==> src/verilog/exvp_pkg.sv <==
// exception vector priority decoder: shared constants and types
// assumes a 32-bit axi4-lite register bus and a 16-bit vector bus to the cpu
package exvp_pkg;

    // register byte offsets
    localparam logic [7:0]  EXVP_OFF_BASE   = 8'h00;
    localparam logic [7:0]  EXVP_OFF_STATUS = 8'h04;
    localparam logic [7:0]  EXVP_OFF_PEND   = 8'h08;

    // vector base byte field and reset value
    localparam int          EXVP_BASE_W     = 8;
    localparam logic [7:0]  EXVP_BASE_RST   = 8'hFF;
    localparam logic [7:0]  EXVP_TOP_PAGE   = 8'hFF;
    localparam logic [7:0]  EXVP_LOW_ZERO   = 8'h00;

    // low bytes of the vector addresses
    localparam logic [7:0]  EXVP_LO_POR     = 8'hFE;
    localparam logic [7:0]  EXVP_LO_CLKMON  = 8'hFC;
    localparam logic [7:0]  EXVP_LO_WDOG    = 8'hFA;
    localparam logic [7:0]  EXVP_LO_TRAP    = 8'hF8;
    localparam logic [7:0]  EXVP_LO_SOFT    = 8'hF6;
    localparam logic [7:0]  EXVP_LO_XIRQ    = 8'hF4;
    localparam logic [7:0]  EXVP_LO_LINK    = 8'hF2;
    localparam logic [7:0]  EXVP_LO_MASK_LO = 8'h82;
    localparam logic [7:0]  EXVP_LO_SPUR    = 8'h80;

    // device specific maskable sources, 0x82 .. 0xf0 in steps of two
    localparam int          EXVP_NUM_IRQ    = 56;

    // status register field positions
    localparam int          EXVP_ST_VEC_LSB = 16;
    localparam int          EXVP_ST_RESET   = 0;
    localparam int          EXVP_ST_SPUR    = 1;
    localparam int          EXVP_ST_DEBUG   = 2;
    localparam int          EXVP_ST_WAKE    = 3;

    // axi responses
    localparam logic [1:0]  EXVP_RESP_OKAY  = 2'b00;
    localparam logic [1:0]  EXVP_RESP_SLV   = 2'b10;

    // which class of source won the ranking
    typedef enum logic [2:0] {
        EXVP_SRC_NONE  = 3'b000,
        EXVP_SRC_RESET = 3'b001,
        EXVP_SRC_TRAP  = 3'b011,
        EXVP_SRC_SOFT  = 3'b010,
        EXVP_SRC_XIRQ  = 3'b110,
        EXVP_SRC_IRQ   = 3'b111
    } exvp_src_t;

endpackage

==> src/verilog/exvp_rank.sv <==
// exception vector priority decoder: fixed priority ranking of all requests
// purely combinational; caller samples the result at the vector request
`timescale 1ns/1ps
`default_nettype none
module exvp_rank
    import exvp_pkg::*;
#(
    parameter int NUM_IRQ = exvp_pkg::EXVP_NUM_IRQ
) (
    input  wire logic               por_rst_i,
    input  wire logic               clkmon_rst_i,
    input  wire logic               wdog_rst_i,
    input  wire logic               trap_req_i,
    input  wire logic               soft_req_i,
    input  wire logic               xirq_req_i,
    input  wire logic               link_irq_i,
    input  wire logic [NUM_IRQ-1:0] irq_i,
    input  wire logic [NUM_IRQ-1:0] irq_en_i,
    input  wire logic               i_mask_i,
    input  wire logic               x_mask_i,
    output exvp_pkg::exvp_src_t     src_o,
    output logic [7:0]              vec_lo_o
);
    import exvp_pkg::*;

    // highest qualified device source; higher index means higher address
    function automatic logic [7:0] irq_lo(input logic [NUM_IRQ-1:0] q);
        logic [7:0] lo;
        lo = EXVP_LO_SPUR;
        for (int k = 0; k < NUM_IRQ; k++) begin
            if (q[k]) begin
                lo = EXVP_LO_MASK_LO + 8'(2 * k);
            end
        end
        return lo;
    endfunction

    logic [NUM_IRQ-1:0] irq_q;
    logic               xirq_q;
    logic               i_ok;

    assign xirq_q = xirq_req_i & ~x_mask_i;
    // ordinary sources only with i flag clear, nothing above; device sources also need local enable
    assign i_ok   = ~i_mask_i & ~trap_req_i & ~soft_req_i & ~xirq_q;
    assign irq_q  = irq_i & irq_en_i & {NUM_IRQ{i_ok}};

    always_comb begin
        src_o    = EXVP_SRC_NONE;
        vec_lo_o = EXVP_LO_SPUR;
        // higher vector address wins throughout
        if (por_rst_i) begin
            src_o    = EXVP_SRC_RESET;
            vec_lo_o = EXVP_LO_POR;
        end else if (clkmon_rst_i) begin
            src_o    = EXVP_SRC_RESET;
            vec_lo_o = EXVP_LO_CLKMON;
        end else if (wdog_rst_i) begin
            src_o    = EXVP_SRC_RESET;
            vec_lo_o = EXVP_LO_WDOG;
        end else if (trap_req_i) begin
            src_o    = EXVP_SRC_TRAP;
            vec_lo_o = EXVP_LO_TRAP;
        end else if (soft_req_i) begin
            src_o    = EXVP_SRC_SOFT;
            vec_lo_o = EXVP_LO_SOFT;
        end else if (xirq_q) begin
            src_o    = EXVP_SRC_XIRQ;
            vec_lo_o = EXVP_LO_XIRQ;
        end else if (link_irq_i & i_ok) begin
            src_o    = EXVP_SRC_IRQ;
            vec_lo_o = EXVP_LO_LINK;
        end else if (|irq_q) begin
            src_o    = EXVP_SRC_IRQ;
            vec_lo_o = irq_lo(irq_q);
        end
    end

endmodule
`default_nettype wire

==> src/verilog/exvp_top.sv <==
// exception vector priority decoder: register bank, vector sampling, wake-up
// assumes request inputs synchronous to clk_i except on the wake path,
// and an axi4-lite master issuing at most one write and one read at a time
`timescale 1ns/1ps
`default_nettype none
// How it works
// - eight-bit base forms vector upper byte
// - reset loads base byte with ones
// - reset vectors ignore the base byte
// - debug firmware forces upper byte ones
// - base byte readable and writable anytime
// - unmasked requests outrank i-masked requests
// - x request preempts ordinary service routine
// - higher vector address wins
// - ordinary request needs clear flag, device request also enable
// - rank evaluated at the vector request
// - nothing qualified gives spurious vector
// - three reset vectors on top
// - trap and soft vectors non-maskable
// - die-link error x-maskable, link irq ordinary
// - device sources 0xf0 down to 0x82
// - every supplied vector is sixteen bits
// - qualified ordinary request wakes from stop
// - i flag blocks ordinary wake-ups
// - stop wake path needs no clock
// - vector base is byte then zero
// - clock gated in low power, wake works
module exvp_top
    import exvp_pkg::*;
#(
    parameter int NUM_IRQ = exvp_pkg::EXVP_NUM_IRQ,
    parameter int ADDR_W  = 8
) (
    input  wire logic               clk_i,
    input  wire logic               rst_i,
    // axi4-lite slave
    input  wire logic [ADDR_W-1:0]  s_axi_awaddr,
    input  wire logic               s_axi_awvalid,
    output logic                    s_axi_awready,
    input  wire logic [31:0]        s_axi_wdata,
    input  wire logic [3:0]         s_axi_wstrb,
    input  wire logic               s_axi_wvalid,
    output logic                    s_axi_wready,
    output logic [1:0]              s_axi_bresp,
    output logic                    s_axi_bvalid,
    input  wire logic               s_axi_bready,
    input  wire logic [ADDR_W-1:0]  s_axi_araddr,
    input  wire logic               s_axi_arvalid,
    output logic                    s_axi_arready,
    output logic [31:0]             s_axi_rdata,
    output logic [1:0]              s_axi_rresp,
    output logic                    s_axi_rvalid,
    input  wire logic               s_axi_rready,
    // exception requests
    input  wire logic               por_rst_req_i,
    input  wire logic               clkmon_rst_req_i,
    input  wire logic               wdog_rst_req_i,
    input  wire logic               trap_req_i,
    input  wire logic               soft_irq_req_i,
    input  wire logic               die_link_err_i,
    input  wire logic               die_link_irq_i,
    input  wire logic [NUM_IRQ-1:0] irq_i,
    input  wire logic [NUM_IRQ-1:0] irq_en_i,
    // cpu side
    input  wire logic               i_mask_i,
    input  wire logic               x_mask_i,
    input  wire logic               debug_firmware_mode_i,
    input  wire logic               vec_req_i,
    output logic [15:0]             vec_addr_o,
    output logic                    vec_ack_o,
    output logic                    wake_o
);
    import exvp_pkg::*;

    typedef struct packed {
        logic [7:0]  base;
        logic [15:0] vec;
        logic        ack;
        logic        spur;
        logic        rst_hit;
        logic        aw_have;
        logic [7:0]  aw_off;
        logic        aw_rdy;
        logic        w_have;
        logic [7:0]  w_byte;
        logic        w_lane0;
        logic        w_rdy;
        logic        bvalid;
        logic [1:0]  bresp;
        logic        ar_rdy;
        logic        rvalid;
        logic [31:0] rdata;
        logic [1:0]  rresp;
    } exvp_state_t;

    exvp_state_t st_reg;
    exvp_state_t st_next;

    exvp_src_t  src;
    logic [7:0] vec_lo;
    logic [7:0] upper;
    logic       wake_q;

    exvp_rank #(
        .NUM_IRQ (NUM_IRQ)
    ) u_rank (
        .por_rst_i    (por_rst_req_i),
        .clkmon_rst_i (clkmon_rst_req_i),
        .wdog_rst_i   (wdog_rst_req_i),
        .trap_req_i   (trap_req_i),
        .soft_req_i   (soft_irq_req_i),
        .xirq_req_i   (die_link_err_i),
        .link_irq_i   (die_link_irq_i),
        .irq_i        (irq_i),
        .irq_en_i     (irq_en_i),
        .i_mask_i     (i_mask_i),
        .x_mask_i     (x_mask_i),
        .src_o        (src),
        .vec_lo_o     (vec_lo)
    );

    // upper byte choice; reset vectors live on the top page always
    always_comb begin
        if (src == EXVP_SRC_RESET) begin
            upper = EXVP_TOP_PAGE;
        end else if (debug_firmware_mode_i) begin
            upper = EXVP_TOP_PAGE;
        end else begin
            upper = st_reg.base;
        end
    end

    // wake path is pure gating so it works with the clock stopped
    assign wake_q = ((~i_mask_i & ((|(irq_i & irq_en_i)) | die_link_irq_i))
                    | (~x_mask_i & die_link_err_i)
                    | trap_req_i
                    | soft_irq_req_i);
    assign wake_o = wake_q;

    // read mux for the single axi read path
    function automatic logic [31:0] read_word(input logic [7:0] off, input exvp_state_t s);
        logic [31:0] d;
        d = 32'h0000_0000;
        unique case (off)
            EXVP_OFF_BASE: d[7:0] = s.base;
            EXVP_OFF_STATUS: begin
                d[EXVP_ST_VEC_LSB +: 16] = s.vec;
                d[EXVP_ST_RESET]         = s.rst_hit;
                d[EXVP_ST_SPUR]          = s.spur;
                d[EXVP_ST_DEBUG]         = debug_firmware_mode_i;
                d[EXVP_ST_WAKE]          = wake_q;
            end
            EXVP_OFF_PEND: d[7:0] = {2'b00, src, vec_lo[7:5]};
            default: d = 32'h0000_0000;
        endcase
        return d;
    endfunction

    function automatic logic mapped(input logic [7:0] off);
        return (off == EXVP_OFF_BASE) || (off == EXVP_OFF_STATUS) || (off == EXVP_OFF_PEND);
    endfunction

    always_comb begin
        st_next = st_reg;

        // vector handshake: sample once per strobe, hold until it drops
        if (vec_req_i && !st_reg.ack) begin
            st_next.vec     = {upper, vec_lo};
            st_next.ack     = 1'b1;
            st_next.spur    = (src == EXVP_SRC_NONE);
            st_next.rst_hit = (src == EXVP_SRC_RESET);
        end else if (!vec_req_i) begin
            st_next.ack = 1'b0;
        end

        // write address and data may come in either order
        if (s_axi_awvalid && st_reg.aw_rdy) begin
            st_next.aw_have = 1'b1;
            st_next.aw_off  = 8'(s_axi_awaddr);
        end
        if (s_axi_wvalid && st_reg.w_rdy) begin
            st_next.w_have  = 1'b1;
            st_next.w_byte  = s_axi_wdata[7:0];
            st_next.w_lane0 = s_axi_wstrb[0];
        end
        if (st_reg.bvalid && s_axi_bready) begin
            st_next.bvalid = 1'b0;
        end
        if (st_reg.aw_have && st_reg.w_have && !st_reg.bvalid) begin
            st_next.aw_have = 1'b0;
            st_next.w_have  = 1'b0;
            st_next.bvalid  = 1'b1;
            st_next.bresp   = mapped(st_reg.aw_off) ? EXVP_RESP_OKAY : EXVP_RESP_SLV;
            if (st_reg.aw_off == EXVP_OFF_BASE && st_reg.w_lane0) begin
                st_next.base = st_reg.w_byte;
            end
        end
        st_next.aw_rdy = !st_next.aw_have;
        st_next.w_rdy  = !st_next.w_have;

        // read: one-cycle answer, held until taken
        if (st_reg.rvalid && s_axi_rready) begin
            st_next.rvalid = 1'b0;
        end
        if (s_axi_arvalid && st_reg.ar_rdy) begin
            st_next.rvalid = 1'b1;
            st_next.rdata  = read_word(8'(s_axi_araddr), st_reg);
            st_next.rresp  = mapped(8'(s_axi_araddr)) ? EXVP_RESP_OKAY : EXVP_RESP_SLV;
        end
        st_next.ar_rdy = !st_next.rvalid;
    end

    always_ff @(posedge clk_i) begin
        if (rst_i) begin
            st_reg        <= '0;
            st_reg.base   <= EXVP_BASE_RST;
            st_reg.aw_rdy <= 1'b1;
            st_reg.w_rdy  <= 1'b1;
            st_reg.ar_rdy <= 1'b1;
        end else begin
            st_reg <= st_next;
        end
    end

    assign s_axi_awready = st_reg.aw_rdy;
    assign s_axi_wready  = st_reg.w_rdy;
    assign s_axi_bvalid  = st_reg.bvalid;
    assign s_axi_bresp   = st_reg.bresp;
    assign s_axi_arready = st_reg.ar_rdy;
    assign s_axi_rvalid  = st_reg.rvalid;
    assign s_axi_rdata   = st_reg.rdata;
    assign s_axi_rresp   = st_reg.rresp;
    assign vec_addr_o    = st_reg.vec;
    assign vec_ack_o     = st_reg.ack;

endmodule
`default_nettype wire
==> config.mk <==
export PLATFORM = sky130hd
export DESIGN_NAME = exvp_top
export DESIGN_NICKNAME = d
export VERILOG_FILES = /design/src/verilog/exvp_pkg.sv /design/src/verilog/exvp_rank.sv /design/src/verilog/exvp_top.sv
export SDC_FILE = /design/constraint.sdc
export NUM_CORES = 1
export LEC_CHECK = 0
export BUFFER_PORTS_ARGS = -buffer_cell sky130_fd_sc_hd__buf_4
export CORE_AREA = 2 2 110 112
export CTS_BUF_LIST = sky130_fd_sc_hd__clkbuf_16
export CTS_CLUSTER_DIAMETER = 120
export DETAILED_ROUTE_END_ITERATION = 7
export DIE_AREA = 0 0 112 114
export GPL_ROUTABILITY_DRIVEN = 0
export GPL_TIMING_DRIVEN = 0
export HOLD_SLACK_MARGIN = 0.08
export PLACE_DENSITY = 0.7
export SYNTH_ARGS = -nofsm -noshare
export SYNTH_HDL_FRONTEND = slang
export SYNTH_SLANG_ARGS = --single-unit
==> constraint.sdc <==
create_clock -name clk_i -period 1.93 [get_ports clk_i]
set_input_delay 0.0965 -clock clk_i [delete_from_list [all_inputs] [get_ports clk_i]]
set_output_delay 0.0965 -clock clk_i [all_outputs]
set_load 0.01 [all_outputs]
# Word-level counts from Yosys, hierarchy flattened
# Index checks and enable logic that the tools add are counted.
dict set report totals {
  ff_bits 79
  input_bits 182
  out_inout_bits 59
}
dict set report classes {
  n_eq_ne 6
  mux 89
  bitwise_logic 17
  reduce_logical 25
}
# cell count
set ops {}
lappend ops {{2-to-1 mux 7 bit} 25}
lappend ops {{AND 56 bit} 2}
lappend ops {{OR reduction 56 bit} 2}
lappend ops {{2-to-1 mux 6 bit} 16}
lappend ops {{2-to-1 mux 8 bit} 10}
lappend ops {{2-to-1 mux 5 bit} 8}
lappend ops {{2-to-1 mux 35 bit} 1}
lappend ops {{2-to-1 mux 3 bit} 11}
lappend ops {{equality test 8 x 3 -> 1 bit, second input constant} 2}
lappend ops {{equality test 8 x 4 -> 1 bit, second input constant} 2}
lappend ops {{zero test 8 bit} 2}
lappend ops {{2-to-1 mux 16 bit} 1}
lappend ops {{2-to-1 mux 4 bit} 4}
lappend ops {{case mux 4 bit (3 select lines)} 1}
lappend ops {{2-to-1 mux 10 bit} 1}
lappend ops {{logical AND 1 bit} 9}
lappend ops {{2-to-1 mux 9 bit} 1}
lappend ops {{case mux 4 bit (2 select lines)} 1}
lappend ops {{AND 1 bit} 6}
lappend ops {{2-to-1 mux 1 bit} 6}
lappend ops {{2-to-1 mux 2 bit} 3}
lappend ops {{zero test 1 bit} 5}
lappend ops {{NOT 1 bit} 5}
lappend ops {{logical OR 1 bit} 4}
lappend ops {{6 further kinds} 9}

# Logic depth before layout (Yosys ltp)
# Gate-level depths: netlist (run 1).
dict set report logic_depth {
  ltp_word 72
  mapped_depth 8
}

# Hierarchy
# From an unflattened synthesis (run 1), not the netlist that was laid out.
dict set report unflattened {
  hier_cells 617
  hier_area_um2 4732.0
}
# mod n_inst cells_each area_per_inst_um2
set modules_own_cells {}
lappend modules_own_cells {exvp_top 1 420 3537.1}
lappend modules_own_cells {exvp_rank 1 197 1194.9}

# Least setup slack after synthesis (run 1)
# Ideal clock, no wire load.
dict set report synth_timing {
  kind {register -> register}
  startpoint {reg st_reg[52] (netlist name)}
  endpoint {reg st_reg[79] (netlist name)}
  arrival_time_ns 1.523
  slack_ns 0.277
  path_stages_with_launch 6
  period_less_slack_ns 1.653
  cell_sequence {dfxtp_1 -> or4_1 -> nor3_2 -> nand4_2 -> mux2i_1 -> nand2_1}
}
dict set report synth_between {
  elab_chain_cells 3
}
# item line
set synth_lines {}
lappend synth_lines {{start: declaration} exvp_top.sv:96} ;# exvp_state_t st_reg;
lappend synth_lines {{start signal: assignment} exvp_top.sv:221} ;# st_reg <= st_next;
lappend synth_lines {{zero test 8 bit} exvp_top.sv:194} ;# if (st_reg.aw_off == EXVP_OFF_BASE && st_reg.w_lane0) begin
lappend synth_lines {{logical AND 1 bit} exvp_top.sv:194}
lappend synth_lines {{AND reduction 2 bit (no source line)} --}
# No other way between the ends.
# A chain may end at the register's enable or synchronous reset.

# Worst setup path after layout (run 1)
dict set report layout_timing {
  startpoint {reg st_reg[52] (netlist name)}
  endpoint {reg st_reg[81] (netlist name)}
}
# The elaborated chain is that of the path after synthesis.

==> results of run 1 <==
[power breakdown]
group	total, µW	switching [µW]	internal (µW)
clock network	1780	649	1130
registers	1680	53.0	1620
logic	995	474	521
total	4450	1180	3270
[worst reg2reg max path: stages (launching register included)]
cell	delay, ns
dfxtp_1	0.31
or4_1	0.54
nor3_2	0.24
nand4_4	0.26
mux2i_1	0.25
nand2_1	0.07
[area by class of cell]
class,instances,area share
Antenna cell,1,0.000374
Buffer,73,0.0734
Clock buffer,9,0.0337
Clock inverter,7,0.0140
Inverter,7,0.00393
Multi-Input combinational cell,397,0.367
Sequential cell,75,0.225
Tap cell,147,0.0275
Timing Repair Buffer,220,0.255
[Yosys cell counts, types with 8 or more instances]
master and number:
nand2_1 97, dfxtp_1 75, buf_4 55, nor2_1 43, a21oi_1 35, a22oi_1 32, o21ai_0 18, clkbuf_1 14
a22oi_2 11, mux2i_1 10, nand3_1 10, nor3_1 9, o221a_2 8
[repair_timing]
item                                   4_1_cts  5_1_grt
setup endpoints to repair                    0        4
hold buffers                                21        0
endpoints found under the hold margin       22        0
gates resized for setup                      0        2
[through the flow]
step           hold slack (ns)  area [µm²]  total power, µW
6_report                 0.112        6680             4450
5_1_grt                  0.114        6680             4630
4_1_cts                 0.0973        6670             4450
3_5_place_dp             0.335        6140             2650
3_3_place_gp             0.324        6140             2630
2_1_floorplan            0.225        4460             2160
[kinds of logic after synthesis]
kind of cell / count (synthesis) / synth area share
AO/OA/AOI/OAI: 171 / 0.299
buffers and inverters: 80 / 0.117
AND/OR/NAND/NOR: 204 / 0.221
multiplexers: 10 / 0.0227
other: 1 / 0.000849
flip-flops: 75 / 0.340
[final timing paths]
| path | cells past startpoint | slack, ns | to |
|---|---|---|---|
| worst max-delay path | 5 | 0.13 | st_reg[81] |
| worst min-delay path | 3 | 0.11 | st_reg[60] |
| worst max register to register | 5 | 0.13 | st_reg[81] |
| worst min register to register | 2 | 0.45 | s_axi_rdata[6] |
[layer usage]
layer  part of all wire  vias up  wire [µm]  global-route usage
li1                   -     2449          -                   -
met1               0.41     2363       6310               0.283
met2               0.50      202       7760               0.402
met3              0.064       31        989              0.0595
met4              0.020        0        314              0.0715
met5                  0        -          0                   0
==> flow_metrics.tcl, run 1 <==
set metrics [dict create \
    status "finished clean" \
    cts_root_buffer "clkbuf_16" \
    worstSetupPathType "register to register" \
    hold_violations 0 \
    synthTopCellsByArea "dfxtp_1, buf_4, nand2_1" \
    drive_gt1_frac 0.390 \
    final_cell_mix "buf_4, nand2_1, dfxtp_1" \
    r2r-start "st_reg[52]" \
    clockBufferDepth 2 \
    route.detailed.drc 0 \
    cp_num_buf_inv 0 \
    cp_top_family "simple AND/OR/NAND/NOR gates" \
    io_buffers 199 \
    final_nets 965 \
    largest_reg_flops 29 \
    cp_slowest_stage_delay_ns 0.54 \
    cp-end-kind "register" \
    crit_fanout 8 \
    grt_start_max_net_pins 14 \
    grt_util_all_layers 0.232 \
    viasPerCell 5.39 \
    setup_tns_ns 0 \
    routedWlPerCell_um 16.4 \
    syn_inst 541 \
    dp_slack_ns 0.0220 \
    ys_ff_latch 75 \
    cts_tree "yes" \
    finalCritPeriodShare 0.932 \
    fmax_ghz 0.556 \
    cts_sinks 75 \
    syn_to_final_growth_pct 51.2 \
    ioPinCount 241 \
    firstDrtPassIters 5 \
    synth.cell_area_mm2 0.00442 \
    cts_max_level 3 \
    cp-start-kind "register" \
    async_flop_share 0 \
    vias 5045 \
    cts_buffers 9 \
    cap_violations 0 \
    ys_seq_area_frac 0.340 \
    antenna_found_initial 0 \
    hold_class "input pin to register" \
    synth.distinct_cells 65 \
    maxSlewHeadroom 0.535 \
    fp-row-count 40 \
    fin_ws_ns 0.132 \
    maxSlewViolCount 0 \
    synthFlopType "dfxtp_1" \
    drtIter0Drc 280 \
    clk_transition_reported_paths_ns 0.06 \
    dieArea_mm2 0.0128 \
    worstPathRequired_ns 2.13 \
    worst_pin_slew_ns 0.696 \
    grt_pass1_wl_um 23900 \
    cp_slowest_cell "or4_1" \
    final_util 0.571 \
    skew_ns 0.00303 \
    power_density_mw_per_mm2 666 \
    stdcell_count 936 \
    dp_hpwl_um 12400 \
    register_area_mm2 0.00150 \
    grt_pass1_vias 4991 \
    core_mm2 0.0117 \
    yosysWarnings 0 \
    arrival_ns 2.00 \
    synth-edff-count 0 \
    multi_input_area_mm2 0.00246 \
    initial_utilization 0.377 \
    routed_wl_um 15400 \
    syn_avg_cell_area_um2 8.17 \
    ir_drop_mv 0.542 \
    synth_top_area_frac 0.340 \
    cp-startpoint "st_reg[52]" \
    cts_setup_buffers 0 \
    fillerInstances 1107 \
    p_leak_uw 0.00307 \
    rsz0062_at_grt "no" \
    setup_viol_count_final 0 \
    synth_area_leader_cell "dfxtp_1" \
    dp.cells 898 \
    insertion_delay_ns 0.33 \
    min_from "wdog_rst_req_i" \
    final_common_cell "buf_4" \
    dieHeight_um 114 \
    grt_overflow 0 \
    path_cells "or4_1 -> nor3_2 -> nand4_4 -> mux2i_1 -> nand2_1" \
    final_antenna_net_count 0 \
    die_w_um 112 \
    layout_min_cycle_time_ns 1.80 \
]
(Power assumes the default switching activity.)
==> run 2, diff against run 1 <==
--- a/config.mk
+++ b/config.mk
@@ -5,6 +5,7 @@
 export SDC_FILE = /design/constraint.sdc
 export NUM_CORES = 1
 export LEC_CHECK = 0
+export ABC_AREA = 1
 export BUFFER_PORTS_ARGS = -buffer_cell sky130_fd_sc_hd__buf_4
 export CORE_AREA = 2 2 110 112
 export CTS_BUF_LIST = sky130_fd_sc_hd__clkbuf_16
@@ -14,7 +15,7 @@
 export GPL_ROUTABILITY_DRIVEN = 0
 export GPL_TIMING_DRIVEN = 0
 export HOLD_SLACK_MARGIN = 0.08
-export PLACE_DENSITY = 0.7
+export PLACE_DENSITY = 0.71
 export SYNTH_ARGS = -nofsm -noshare
 export SYNTH_HDL_FRONTEND = slang
 export SYNTH_SLANG_ARGS = --single-unit
==> flow_metrics.tcl, run 2 <==
set metrics [dict create \
    grt_util_all_layers 0.232 \
    cts_tree "yes" \
    async_flop_share 0 \
    p_leak_uw 0.00374 \
    drive_gt1_frac 0.405 \
    layout_min_cycle_time_ns 3.18 \
    synth_common_cells "nand2_1, nand3_1, dfxtp_1" \
    setup_tns_ns -12.52 \
    arrival_ns 3.41 \
    maxSlewHeadroom 0.455 \
    worstPathRequired_ns 2.16 \
    core_mm2 0.0117 \
    clk_transition_reported_paths_ns 0.06 \
    synth.cell_area_mm2 0.00446 \
    insertion_delay_ns 0.33 \
    fin_ws_ns -1.25 \
    synth-edff-count 0 \
    routed_wl_um 15100 \
    yosysWarnings 0 \
    routedWlPerCell_um 13.8 \
    die_w_um 112 \
    hold_class "input pin to register" \
    maxSlewViolCount 0 \
    dieArea_mm2 0.0128 \
    ys_seq_area_frac 0.337 \
    synth_area_leader_cell "dfxtp_1" \
    fmax_ghz 0.314 \
    crit_fanout 4 \
    cts_max_level 3 \
    ir_drop_mv 0.503 \
    crit_path_frequent_cell "nand2_1" \
    diodes 0 \
    final_nets 1122 \
    hold_violations 0 \
    grt_start_max_net_pins 17 \
    cap_violations 0 \
    setup_viol_count_final 13 \
    antenna_found_initial 0 \
    cp_slowest_stage_delay_ns 0.16 \
    syn_avg_cell_area_um2 6.78 \
    drtIter0Drc 233 \
    firstDrtPassIters 4 \
    rsz0062_at_grt "yes" \
    synth_top_area_frac 0.337 \
    synthTopCellsByArea "dfxtp_1, nand2_1, buf_4" \
    route.detailed.drc 0 \
    worstSetupPathType "input pin to register" \
    grt_overflow 0 \
    cp-end-kind "register" \
    cts_buffers 9 \
    final_cell_mix "buf_4, nand2_1, dfxtp_1" \
    ioPinCount 241 \
    skew_ns 0.00532 \
    io_buffers 200 \
    vias 5315 \
    syn_to_final_growth_pct 68.5 \
    clockBufferDepth 2 \
    initial_utilization 0.381 \
    largest_reg_flops 29 \
    cp-start-kind "input pin" \
    viasPerCell 4.87 \
    cp_slowest_cell "buf_4" \
    dieHeight_um 114 \
    final_antenna_net_count 0 \
    final_common_cell "buf_4" \
    synth.distinct_cells 39 \
    worst_pin_slew_ns 0.810 \
    syn_inst 657 \
    violations "setup timing" \
    status "finished, violations left" \
    ys_ff_latch 75 \
    dp_hpwl_um 11200 \
    dp_slack_ns -1.58 \
    grt_pass1_vias 5066 \
    cts_sinks 75 \
    power_density_mw_per_mm2 583 \
    synthFlopType "dfxtp_1" \
    fp-row-count 40 \
    grt_pass1_wl_um 24000 \
    finalCritPeriodShare 1.65 \
    cts_root_buffer "clkbuf_16" \
    yosysMostFrequentCell "nand2_1" \
]
run 2: cell count changes after synthesis, sizes merged, moves of 16 or more:
cell   change
nor2      +16
a21oi     +20
a22oi     -43
nand3     +78
o21ai     +22
inv       +51
nand2     +46
run 2: logic make-up after synthesis:
logic type / count (synthesis) / synth area share
buffers and inverters: 135 / 0.172
DFF: 75 / 0.337
AOI/OAI and AO/OA: 127 / 0.162
and+or+nand+nor: 319 / 0.329
other: 1 / 0.000841
run 2: report_power, final:
part / leakage, µW / switching, µW / total, µW / internal, µW
logic: 0.00298 / 511 / 1090 / 582
registers: 0.000616 / 44.3 / 1670 / 1630
clock network: 0.000144 / 709 / 1610 / 904
total: 0.00374 / 1260 / 4380 / 3120
run 2: critical path: cells and delay by family:
| family | cells | cell delay [ns] |
|---|---|---|
| simple gates | 56 | 2.99 |
| compound gates | 1 | 0.05 |
| buf+inv | 3 | 0.31 |
run 2: metal layers:
metal  global-route usage  share of wire  vias up
li1                     -              -     2722
met1                0.291           0.43     2428
met2                0.411           0.50      148
met3               0.0531          0.052       17
met4               0.0447          0.013        0
met5                    0              0        -
run 2: layout make-up:
type / instances / area [µm²]
flip-flops and latches: 75 / 1500
multi-input cells: 458 / 2580
fillers: 1077 / 4200
inverters: 59 / 248
repair buffers: 262 / 2130
clock buffers: 9 / 225
clock inverters: 7 / 63.8
plain buffers: 75 / 574
well taps: 147 / 184
run 2: path summary, 6_finish.rpt:
path                  start        endpoint  slack [ns]  depth (start not counted)
max                i_mask_i   vec_addr_o[1]       -1.25                         60
min          soft_irq_req_i  s_axi_rdata[5]        0.09                          4
max reg2reg      st_reg[58]      st_reg[83]        0.20                          6
min reg2reg      st_reg[47]      st_reg[47]        0.46                          2
run 2: through the flow:
step / instances / util / hold WS, ns / power (µW) / instance area (µm²)
after CTS: 1080 / 0.627 / 0.0961 / 4370 / 7350
after floorplan: 668 / - / 0.221 / 2200 / 4730
final: 1092 / 0.641 / 0.0890 / 4380 / 7510
after global placement: 1015 / 0.548 / 0.332 / 2640 / 6420
after global routing: 1092 / 0.641 / 0.114 / 4600 / 7510
after detailed placement: 1015 / 0.549 / 0.335 / 2650 / 6420
run 2: repair_timing:
| action | 4_1_cts | 5_1_grt |
|---|---|---|
| pin swaps | 23 | 27 |
| hold buffers | 23 | 0 |
| hold endpoints to repair | 21 | 0 |
| buffers inserted | 25 | 12 |
| resized for setup | 41 | 20 |
| endpoints found under the setup margin | 27 | 29 |
| gates cloned | 3 | 0 |
